<file path="src/hdl/buck_seq_pkg.sv">
// Constants and types for the buck start-up and over-current sequencer
// What this block does
// - Switch at fixed internal 300 kHz rate
// - Apply low-side drive once switch node falls
// - Apply high-side drive once low-side gate fell
// - Watchdog turns low-side on if node stays high
// - Ramp reference 0 to 0.8 V in 4.5 ms
// - Trip during soft-start stops ramp, gates off
// - Soft-start only after supply and limit sampling
// - Mask low-side until high-side starts switching
// - Unmask low-side at soft-start end regardless
// - Protection may still turn low-side on
// - Compare switch node against limits while low-side on
// - Four consecutive first-level events trip protection
// - Second level is 1.5 times, trips at once
// - Trip latches both switches off until power-up
// - Source current about 5 ms, sample limit
// - Accept sampled limit from 50 to 550 mV
// - At 600 mV clamp, use maximum, end sampling
package buck_seq_pkg;

    // Clock and switching rate
    localparam int CLK_HZ        = 100_000_000;
    localparam int CLK_MHZ       = CLK_HZ / 1_000_000;
    localparam int SW_HZ         = 300_000;
    localparam int SW_PERIOD_CYC = CLK_HZ / SW_HZ;
    localparam int PHASE_W       = 9;

    // Start-up timing
    localparam int SS_TIME_US    = 4500;
    localparam int SS_CYC_DEF    = SS_TIME_US * CLK_MHZ;
    localparam int OCSET_TIME_US = 5000;
    localparam int OCSET_CYC_DEF = OCSET_TIME_US * CLK_MHZ;
    localparam int CNT_W         = 20;

    // Dead-time watchdog
    localparam int WDOG_NS       = 200;
    localparam int WDOG_CYC      = (WDOG_NS * CLK_MHZ) / 1000;
    localparam int WDOG_W        = 6;

    // Voltages in millivolts
    localparam int MV_W                    = 10;
    localparam logic [MV_W-1:0] REF_FINAL_MV = 10'h320;
    localparam logic [MV_W-1:0] LIMIT_MIN_MV = 10'h032;
    localparam logic [MV_W-1:0] LIMIT_MAX_MV = 10'h226;
    localparam logic [MV_W-1:0] CLAMP_MV     = 10'h258;

    // Over-current counting
    localparam logic [2:0] OC_CONSEC = 3'h4;

    // Sequence states
    typedef enum logic [2:0] {
        SEQ_WAIT_SUPPLY = 3'b000,
        SEQ_SAMPLE      = 3'b001,
        SEQ_SOFTSTART   = 3'b010,
        SEQ_RUN         = 3'b011,
        SEQ_TRIP        = 3'b100
    } seq_t;

    // Gate driver states
    typedef enum logic [2:0] {
        DRV_OFF     = 3'b000,
        DRV_HS      = 3'b001,
        DRV_DEAD_HS = 3'b010,
        DRV_LS      = 3'b011,
        DRV_DEAD_LS = 3'b100
    } drv_t;

endpackage

</file>
<file path="src/hdl/sw_timing_if.sv">
// Switching-cycle timing carrier between oscillator and sequencer
`timescale 1ns/100ps
`default_nettype none
interface sw_timing_if;
    import buck_seq_pkg::*;
    logic               tick;
    logic [PHASE_W-1:0] phase_cnt;
    modport src (output tick, output phase_cnt);
    modport dst (input tick, input phase_cnt);
endinterface
`default_nettype wire

</file>
<file path="src/hdl/sync3.sv">
// Three-stage input synchroniser with agreement filter
`timescale 1ns/100ps
`default_nettype none
module sync3
    #(parameter int WIDTH = 1)
(
    // Clock and reset
    input  wire logic             clk_i,
    input  wire logic             rst_i,
    // Data
    input  wire logic [WIDTH-1:0] d_i,
    output logic      [WIDTH-1:0] q_o
);
    typedef struct packed {
        logic [WIDTH-1:0] s1;
        logic [WIDTH-1:0] s2;
        logic [WIDTH-1:0] s3;
        logic [WIDTH-1:0] q;
    } sync_st_t;

    sync_st_t st_q;
    sync_st_t st_d;

    always_comb
    begin
        st_d    = st_q;
        st_d.s1 = d_i;
        st_d.s2 = st_q.s1;
        st_d.s3 = st_q.s2;
        // Take a change once the later two stages agree
        for (int i = 0; i < WIDTH; i++)
        begin
            if (st_q.s2[i] == st_q.s3[i])
            begin
                st_d.q[i] = st_q.s3[i];
            end
        end
    end

    always_ff @(posedge clk_i)
    begin
        if (rst_i)
        begin
            st_q <= '0;
        end
        else
        begin
            st_q <= st_d;
        end
    end

    assign q_o = st_q.q;
endmodule // sync3
`default_nettype wire

</file>
<file path="src/hdl/sw_osc.sv">
// Fixed-rate switching oscillator
`timescale 1ns/100ps
`default_nettype none
module sw_osc
    import buck_seq_pkg::*;
(
    // Clock and reset
    input  wire logic   clk_i,
    input  wire logic   rst_i,
    // Timing out
    sw_timing_if.src    tim
);
    typedef struct packed {
        logic [PHASE_W-1:0] cnt;
        logic               tick;
    } osc_st_t;

    osc_st_t st_q;
    osc_st_t st_d;

    always_comb
    begin
        st_d      = st_q;
        st_d.tick = 1'b0;
        if (st_q.cnt == PHASE_W'(SW_PERIOD_CYC - 1))
        begin
            st_d.cnt  = '0;
            st_d.tick = 1'b1;
        end
        else
        begin
            st_d.cnt = st_q.cnt + PHASE_W'(1);
        end
    end

    always_ff @(posedge clk_i)
    begin
        if (rst_i)
        begin
            st_q <= '0;
        end
        else
        begin
            st_q <= st_d;
        end
    end

    assign tim.tick      = st_q.tick;
    assign tim.phase_cnt = st_q.cnt;
endmodule // sw_osc
`default_nettype wire

</file>
<file path="src/hdl/buck_seq.sv">
// Start-up, dead-time and over-current sequencer for a synchronous buck
`timescale 1ns/100ps
`default_nettype none
module buck_seq
    import buck_seq_pkg::*;
#(
    parameter int SS_CYCLES    = SS_CYC_DEF,
    parameter int OCSET_CYCLES = OCSET_CYC_DEF
)
(
    // Clock and reset
    input  wire logic            clk_i,
    input  wire logic            rst_i,
    // Analog comparator and status inputs
    input  wire logic            supply_ok_i,
    input  wire logic            pwm_cmp_i,
    input  wire logic            phase_low_i,
    input  wire logic            lgate_low_i,
    input  wire logic            protect_ls_req_i,
    // Sampled voltages
    input  wire logic [MV_W-1:0] limit_pin_mv_i,
    input  wire logic [MV_W-1:0] phase_drop_mv_i,
    // Gate drive
    output logic                 high_side_switch_o,
    output logic                 low_side_switch_o,
    output logic                 limit_sample_current_o,
    // Status
    output logic [MV_W-1:0]      ref_mv_o,
    output logic [MV_W-1:0]      limit_mv_o,
    output logic                 low_side_startup_mask_o,
    output logic                 overcurrent_trip_o,
    output logic                 softstart_done_o
);
    typedef struct packed {
        seq_t              seq;
        drv_t              drv;
        logic [WDOG_W-1:0] wdog;
        logic [CNT_W-1:0]  sample_cnt;
        logic [CNT_W-1:0]  ss_acc;
        logic [MV_W-1:0]   ref_mv;
        logic [MV_W-1:0]   limit;
        logic              oc_seen;
        logic [2:0]        oc_cnt;
        logic              hs_started;
        logic              mask;
        logic              trip;
        logic              hs;
        logic              ls;
        logic              ls_out;
        logic              hs_out;
        logic              isrc;
        logic              done;
    } seq_st_t;

    seq_st_t st_q;
    seq_st_t st_d;

    // Synchronised inputs
    logic [4:0]        flags_s;
    logic [2*MV_W-1:0] mv_s;
    logic              supply_ok_s;
    logic              pwm_cmp_s;
    logic              phase_low_s;
    logic              lgate_low_s;
    logic              protect_s;
    logic [MV_W-1:0]   limit_pin_s;
    logic [MV_W-1:0]   phase_drop_s;

    // Derived limits
    logic [MV_W:0]     limit2;
    logic              oc_lvl1;
    logic              oc_lvl2;
    logic              running;

    sw_timing_if tim ();

    sw_osc u_osc
    (
        .clk_i (clk_i),
        .rst_i (rst_i),
        .tim   (tim)
    );

    sync3 #(.WIDTH(5)) u_sync_flags
    (
        .clk_i (clk_i),
        .rst_i (rst_i),
        .d_i   ({supply_ok_i, pwm_cmp_i, phase_low_i, lgate_low_i, protect_ls_req_i}),
        .q_o   (flags_s)
    );

    sync3 #(.WIDTH(2*MV_W)) u_sync_mv
    (
        .clk_i (clk_i),
        .rst_i (rst_i),
        .d_i   ({limit_pin_mv_i, phase_drop_mv_i}),
        .q_o   (mv_s)
    );

    assign supply_ok_s  = flags_s[4];
    assign pwm_cmp_s    = flags_s[3];
    assign phase_low_s  = flags_s[2];
    assign lgate_low_s  = flags_s[1];
    assign protect_s    = flags_s[0];
    assign limit_pin_s  = mv_s[2*MV_W-1:MV_W];
    assign phase_drop_s = mv_s[MV_W-1:0];

    // Second level at 1.5 times the first
    assign limit2  = {1'b0, st_q.limit} + {2'b00, st_q.limit[MV_W-1:1]};
    assign running = (st_q.seq == SEQ_SOFTSTART) || (st_q.seq == SEQ_RUN);
    assign oc_lvl1 = st_q.ls && (phase_drop_s > st_q.limit);
    assign oc_lvl2 = st_q.ls && ({1'b0, phase_drop_s} > limit2);

    always_comb
    begin
        st_d = st_q;

        // Start-up sequence
        case (st_q.seq)
            SEQ_WAIT_SUPPLY:
            begin
                st_d.hs = 1'b0;
                st_d.ls = 1'b0;
                if (supply_ok_s)
                begin
                    st_d.seq        = SEQ_SAMPLE;
                    st_d.sample_cnt = '0;
                    st_d.isrc       = 1'b1;
                end
            end
            SEQ_SAMPLE:
            begin
                st_d.hs         = 1'b0;
                st_d.ls         = 1'b0;
                st_d.sample_cnt = st_q.sample_cnt + CNT_W'(1);
                if (limit_pin_s >= CLAMP_MV)
                begin
                    st_d.limit = LIMIT_MAX_MV;
                    st_d.isrc  = 1'b0;
                end
                else if (st_q.sample_cnt == CNT_W'(OCSET_CYCLES - 1))
                begin
                    st_d.isrc = 1'b0;
                    if (limit_pin_s < LIMIT_MIN_MV)
                    begin
                        st_d.limit = LIMIT_MIN_MV;
                    end
                    else if (limit_pin_s > LIMIT_MAX_MV)
                    begin
                        st_d.limit = LIMIT_MAX_MV;
                    end
                    else
                    begin
                        st_d.limit = limit_pin_s;
                    end
                end
                if (!st_d.isrc)
                begin
                    st_d.seq        = SEQ_SOFTSTART;
                    st_d.ss_acc     = '0;
                    st_d.ref_mv     = '0;
                    st_d.mask       = 1'b1;
                    st_d.hs_started = 1'b0;
                    st_d.drv        = DRV_OFF;
                    st_d.oc_cnt     = '0;
                    st_d.oc_seen    = 1'b0;
                end
            end
            SEQ_SOFTSTART:
            begin
                // Linear ramp by error accumulation
                if (st_q.ss_acc + CNT_W'(REF_FINAL_MV) >= CNT_W'(SS_CYCLES))
                begin
                    st_d.ss_acc = st_q.ss_acc + CNT_W'(REF_FINAL_MV) - CNT_W'(SS_CYCLES);
                    st_d.ref_mv = st_q.ref_mv + MV_W'(1);
                end
                else
                begin
                    st_d.ss_acc = st_q.ss_acc + CNT_W'(REF_FINAL_MV);
                end
                if (st_q.ref_mv == REF_FINAL_MV)
                begin
                    st_d.ref_mv = REF_FINAL_MV;
                    st_d.seq    = SEQ_RUN;
                    st_d.done   = 1'b1;
                    st_d.mask   = 1'b0;
                end
            end
            SEQ_RUN:
            begin
                st_d.ref_mv = REF_FINAL_MV;
            end
            SEQ_TRIP:
            begin
                st_d.hs = 1'b0;
                st_d.ls = 1'b0;
            end
            default:
            begin
                st_d.seq = SEQ_WAIT_SUPPLY;
            end
        endcase

        // Gate driver with adaptive dead time
        if (running)
        begin
            case (st_q.drv)
                DRV_OFF:
                begin
                    if (tim.tick)
                    begin
                        st_d.drv = DRV_DEAD_LS;
                    end
                end
                DRV_DEAD_LS:
                begin
                    st_d.ls = 1'b0;
                    if (lgate_low_s && !st_q.ls)
                    begin
                        if (pwm_cmp_s)
                        begin
                            st_d.hs  = 1'b1;
                            st_d.drv = DRV_HS;
                        end
                        else
                        begin
                            st_d.wdog = '0;
                            st_d.drv  = DRV_DEAD_HS;
                        end
                    end
                end
                DRV_HS:
                begin
                    st_d.hs_started = 1'b1;
                    if (!st_q.mask || st_q.hs_started)
                    begin
                        st_d.mask = 1'b0;
                    end
                    if (!pwm_cmp_s || tim.tick)
                    begin
                        st_d.hs   = 1'b0;
                        st_d.wdog = '0;
                        st_d.drv  = DRV_DEAD_HS;
                    end
                end
                DRV_DEAD_HS:
                begin
                    st_d.wdog = st_q.wdog + WDOG_W'(1);
                    if (tim.tick)
                    begin
                        st_d.drv = DRV_DEAD_LS;
                    end
                    else if (phase_low_s || st_q.wdog == WDOG_W'(WDOG_CYC - 1))
                    begin
                        if (st_q.mask)
                        begin
                            st_d.drv = DRV_OFF;
                        end
                        else
                        begin
                            st_d.ls  = 1'b1;
                            st_d.drv = DRV_LS;
                        end
                    end
                end
                DRV_LS:
                begin
                    if (tim.tick)
                    begin
                        st_d.ls  = 1'b0;
                        st_d.drv = DRV_DEAD_LS;
                    end
                end
                default:
                begin
                    st_d.drv = DRV_OFF;
                end
            endcase

            // Over-current detection and counting
            if (oc_lvl1)
            begin
                st_d.oc_seen = 1'b1;
            end
            if (tim.tick)
            begin
                st_d.oc_seen = 1'b0;
                if (st_q.oc_seen || oc_lvl1)
                begin
                    st_d.oc_cnt = st_q.oc_cnt + 3'h1;
                    if (st_q.oc_cnt == OC_CONSEC - 3'h1)
                    begin
                        st_d.trip = 1'b1;
                    end
                end
                else
                begin
                    st_d.oc_cnt = '0;
                end
            end
            if (oc_lvl2)
            begin
                st_d.trip = 1'b1;
            end
        end

        // Latched trip overrides everything
        if (st_d.trip)
        begin
            st_d.seq  = SEQ_TRIP;
            st_d.drv  = DRV_OFF;
            st_d.hs   = 1'b0;
            st_d.ls   = 1'b0;
            st_d.done = 1'b0;
        end

        // Output stage, protection bypasses the start-up mask
        if (st_d.trip)
        begin
            st_d.hs_out = 1'b0;
            st_d.ls_out = 1'b0;
        end
        else if (protect_s && st_d.seq != SEQ_SAMPLE)
        begin
            // Release goes back through the low-side gate check
            st_d.hs     = 1'b0;
            st_d.ls     = 1'b0;
            st_d.drv    = DRV_DEAD_LS;
            st_d.hs_out = 1'b0;
            st_d.ls_out = 1'b1;
        end
        else
        begin
            st_d.hs_out = st_d.hs;
            st_d.ls_out = st_d.ls;
        end
    end

    always_ff @(posedge clk_i)
    begin
        if (rst_i)
        begin
            st_q <= '0;
        end
        else
        begin
            st_q <= st_d;
        end
    end

    assign high_side_switch_o      = st_q.hs_out;
    assign low_side_switch_o       = st_q.ls_out;
    assign limit_sample_current_o  = st_q.isrc;
    assign ref_mv_o                = st_q.ref_mv;
    assign limit_mv_o              = st_q.limit;
    assign low_side_startup_mask_o = st_q.mask;
    assign overcurrent_trip_o      = st_q.trip;
    assign softstart_done_o        = st_q.done;
endmodule // buck_seq
`default_nettype wire

</file>
<file path="config.mk">
export PLATFORM = sky130hd
export DESIGN_NAME = buck_seq
export DESIGN_NICKNAME = d
export VERILOG_FILES = /design/src/hdl/buck_seq_pkg.sv /design/src/hdl/sw_timing_if.sv /design/src/hdl/sync3.sv /design/src/hdl/sw_osc.sv /design/src/hdl/buck_seq.sv
export SDC_FILE = /design/constraint.sdc
export NUM_CORES = 1
export LEC_CHECK = 0
export ABC_AREA = 1
export BUFFER_PORTS_ARGS = -buffer_cell sky130_fd_sc_hd__buf_2
export CORE_MARGIN = 1.5
export CORE_UTILIZATION = 40
export DETAILED_ROUTE_END_ITERATION = 6
export GPL_TIMING_DRIVEN = 1
export SYNTH_ARGS = -nofsm -noshare
export SYNTH_HDL_FRONTEND = slang
export SYNTH_SLANG_ARGS = --single-unit
</file>
<file path="constraint.sdc">
create_clock -name clk_i -period 4 [get_ports clk_i]
set_input_delay 0.2 -clock clk_i [delete_from_list [all_inputs] [get_ports clk_i]]
set_output_delay 0.2 -clock clk_i [all_outputs]
set_load 0.01 [all_outputs]
</file>
==> impl_results.md <==
- Final period utilization: about four fifths
- Total instance count after detailed placement: roughly 1,700
- Syn avg cell area: 7.22 um^2
- Count of cell types in the netlist: 53
- Post-route standard cell area excluding fillers: 10,900 um^2
- Slowest CP cell: ha_1
- Category of cells accounting for the largest share of critical-path delay: simple AND/OR/NAND/NOR gates
- Number of enable flip-flop cells after synthesis: 0
- Clock tree from TritonCTS: done
- Count of nets after finishing: ~1,400
- Standard cell core area: between 20,000 and 25,000 um^2
- Final std cells w/o fill: 1,707
- Effective utilization at floorplan: approximately two fifths
- Clock tree skew after final layout: between 20 and 25 ps
- Cell chain of the critical path: ha_1 > nand3_1 > nand3_1 > nand2_1 > o211ai_1 > a21oi_1 > o21ba_2 > xor2_1 > ha_1 > nand2_1 > nor2_1 > nand4_1 > and3_1 > nand3_1 > nand2_1 > nand2_1 > nand2_1 > nor2_1 > nand2_1 > nor2_1
- Worst setup path endpoint: high_side_switch_o
- Flop-to-flop setup slack: between 800 and 900 ps
- Share of layout cells above drive strength 1: between 10% and 20%
- # DRC: 0
- Antenna violation net count after detailed routing: 0
- Unrepaired setup endpoints after global routing: no
- # Max-Cap Violations: 0
- Relative slew margins: between 40% and 50%
- Floorplan row count: 56
- Starting DRT DRC Count: 487
- Global routing usage on met3: between 3 and 4%
- Wire length of the first global-routing pass: between 30,000 and 40,000 um
- Total Power Consumption: approximately 3900 uW
- Fin crit period: about 3100 ps
- Buffer cell driving the clock tree root: clkbuf_16
- Aggregate negative setup slack: 0 ps
- Count of filler cells inserted in the layout: around 2,400
- Hold Vio Cnt, Final: 0
- Met1 global-route usage: approximately 25%
- Arr. time, crit path: 3500 ps
- Number of global-route vias before repair: 7,575
- Detailed-route via count: roughly 8,100
- Maximum level of the CTS H-tree: 4
- Sum of overflow across all layers after global routing: 0
- Reg2Reg Capture Point: high_side_switch_o
- Post-Synthesis Net Count: ~1,400
- Combined buffer and inverter count along the critical path: 0
- Worst flop-to-flop path startpoint: limit_mv_o[2]
- Total of buffers placed on input and output ports: 52
- Critical path startpoint: limit_mv_o[2]
- Proportion of synthesized chip area in sequential cells: 40.1%
- Length in cells of the worst reg-to-reg path: 20
- Setup CP Type: flip-flop to flip-flop
- First-pass DRT Iterations: 5
- Post-Synthesis Cells: 1,321
- Setup repair bufs after CTS: 0
- Data required time at the worst endpoint: between 4000 and 5000 ps
- CP Launch Type: flip-flop
- Number of pins exceeding their max-slew limit in the final report: 0
- Syn Std Cell Area: approximately 9500 um^2
- Total setup violations reported at the end of the flow: 0
- Horizontal die dimension: 157 um
- Total of warnings raised by yosys: 0
- Number of buffers created by CTS: 17
- Synth Register Bits: between 150 and 200
- P_leak: ~0.0046 uW
- # IOs: between 50 and 60
- Power density over the cells: between 300 and 400 nW/um^2
- Clock sink count: around 190
- Crit path depth: 20
- Kind of path behind the tightest hold check: primary input to flip-flop
- Worst vdd rail ir drop: 278 uV
- Critical path fanouts, max: 5
- Full die area: about 25,000 um^2
- Routability Congestion: slightly below 0.9
- Count of inserted antenna diode cells: 0
- Run status: complete, no violations
- Async set-or-reset flop fraction in the synthesized netlist: 0%
- Fraction of the core area covered by cells at the end of the flow: 46.3%
- Skew-Pair Late Insertion Delay: ~450 ps
- Peak-usage layer in the global routing report: met2
- Synth-to-layout area growth: 14.0%
- Routed wire length: 20,800 um
- Global-route usage over all layers: roughly 18%
- Top achievable clock speed: 0.319 GHz
- Post-detailed-route wirelength per cell: between 10 and 15 um
- Clock input transition at the sequential cells of the worst setup and hold paths: ~80 ps
- Most frequently used flop master after synthesis: dfxtp_1
- Critical Path Max Stage Delay: around 400 ps
- Largest net degree at the start of global routing: 67
- Worst-Margin Slew: approximately 800 ps
- Antenna violations before repair: 0
- Average vias per placed instance: about 4.8
- Buffer levels on the longest clock path: 2
- Dpl hpwl: 14,900 um
- GRT met2 Usage: 28.0%
- Crit. End Element: flip-flop
- Area post-placement: roughly 10000 um^2
- Die Ht: 157 um
- Cell repeated most along the worst path: nand2_1
-- synth_stat cells (all sizes together), types with 5 or more instances --
cell type / number / area [um^2]
nor2: 206 / 821
nand4: 26 / 163
nand2: 240 / 973
xor2: 13 / 114
nor3: 24 / 125
a31oi: 5 / 31.3
nand3: 85 / 483
ha: 44 / 551
a211oi: 18 / 135
clkbuf: 23 / 86.3
nor4: 6 / 37.5
inv: 220 / 826
o21ai: 50 / 254
a21oi: 89 / 472
buf: 27 / 208
dfxtp: 191 / 3820
xnor2: 13 / 114
-- placed cells by master, fill, tap and decap left out, drive strengths merged, types with 5 or more instances in the layout --
cell type    instances
a21oi               89
a31oi                5
nand2              240
nor3                24
nand3               85
dfxtp              191
nor4                 6
nor2               206
inv                227
xor2                13
ha                  44
xnor2               13
clkbuf              17
dlygate4sd3         25
o21ai               50
clkinv               8
a211oi              18
nand4               26
buf                 60
-- flip-flops by register name (all words and copies together) (netlist names), 5 cells and up --
name,flops
ref_mv_o,10
u_sync_flags.st_d,10
u_sync_flags.st_q,5
u_sync_flags.q_o,5
u_sync_mv.st_q,20
st_q,55
limit_mv_o,10
u_sync_mv.st_d,40
u_sync_mv.q_o,20
u_osc.tim.phase_cnt,9
-- layout make-up --
cell class	count	area, um^2	share of cell area [%]
Clock buffer	17	425	3.91
Clock inverter	15	231	2.13
Inverter	220	826	7.59
Multi-Input combinational cell	860	4600	42.3
Sequential cell	191	3820	35.2
Tap cell	319	399	3.67
Timing Repair Buffer	85	573	5.27
-- through the flow --
step / setup WS (ps) / hold WS, ps
final: 869 / 316
after global routing: 460 / 326
after CTS: 846 / 311
after detailed placement: 876 / 395
after global placement: 982 / 393
after floorplan: 1290 / 307
-- tightest hold or removal path, delay by kind of cell --
family                 cells  cell delay [ps]
and+or+nand+nor            1               90
buffers and inverters      3              420
-- metal layers --
metal / vias to the layer above / part of all wire [%]
met5: - / 0
met4: 0 / 1.8
met3: 26 / 2.8
met2: 136 / 44
met1: 3630 / 52
li1: 4320 / -
-- power by group --
part | leakage [uW] | total, uW | switching (uW) | internal [uW]
Clock | 0.000314 | 1820 | 934 | 891
Sequential | 0.00155 | 1950 | 17.2 | 1930
Combinational | 0.00272 | 127 | 74.7 | 52.4
Total | 0.00458 | 3900 | 1030 | 2880
-- kinds of logic after synthesis --
family | after synthesis | share of synthesized area, %
xor+xnor | 26 | 2.39
flops | 191 | 40.1
compound gates | 191 | 11.8
fa+ha+maj | 45 | 5.98
buf+inv | 270 | 11.7
simple gates | 598 | 28.0
-- worst min-delay path by stage --
stage / startpoint / endpoint / slack, ps / depth (start not counted)
after floorplan: protect_ls_req_i / u_sync_flags.st_d[10] / 310 / 2
after global placement: u_sync_mv.st_d[44] / u_sync_mv.st_d[24] / 390 / 2
after detailed placement: u_sync_mv.st_d[58] / u_sync_mv.st_d[38] / 400 / 2
after CTS: rst_i / st_q[38] / 310 / 4
after global routing: rst_i / st_q[38] / 330 / 4
final: rst_i / st_q[38] / 320 / 4
-- what timing repair did --
| action | 4_1_cts | 5_1_grt |
|---|---|---|
| hold endpoints to repair | 25 | 0 |
| gates resized for setup | 0 | 0 |
| hold buffers | 25 | 0 |
Note: power is estimated with default switching activity, not from simulation.
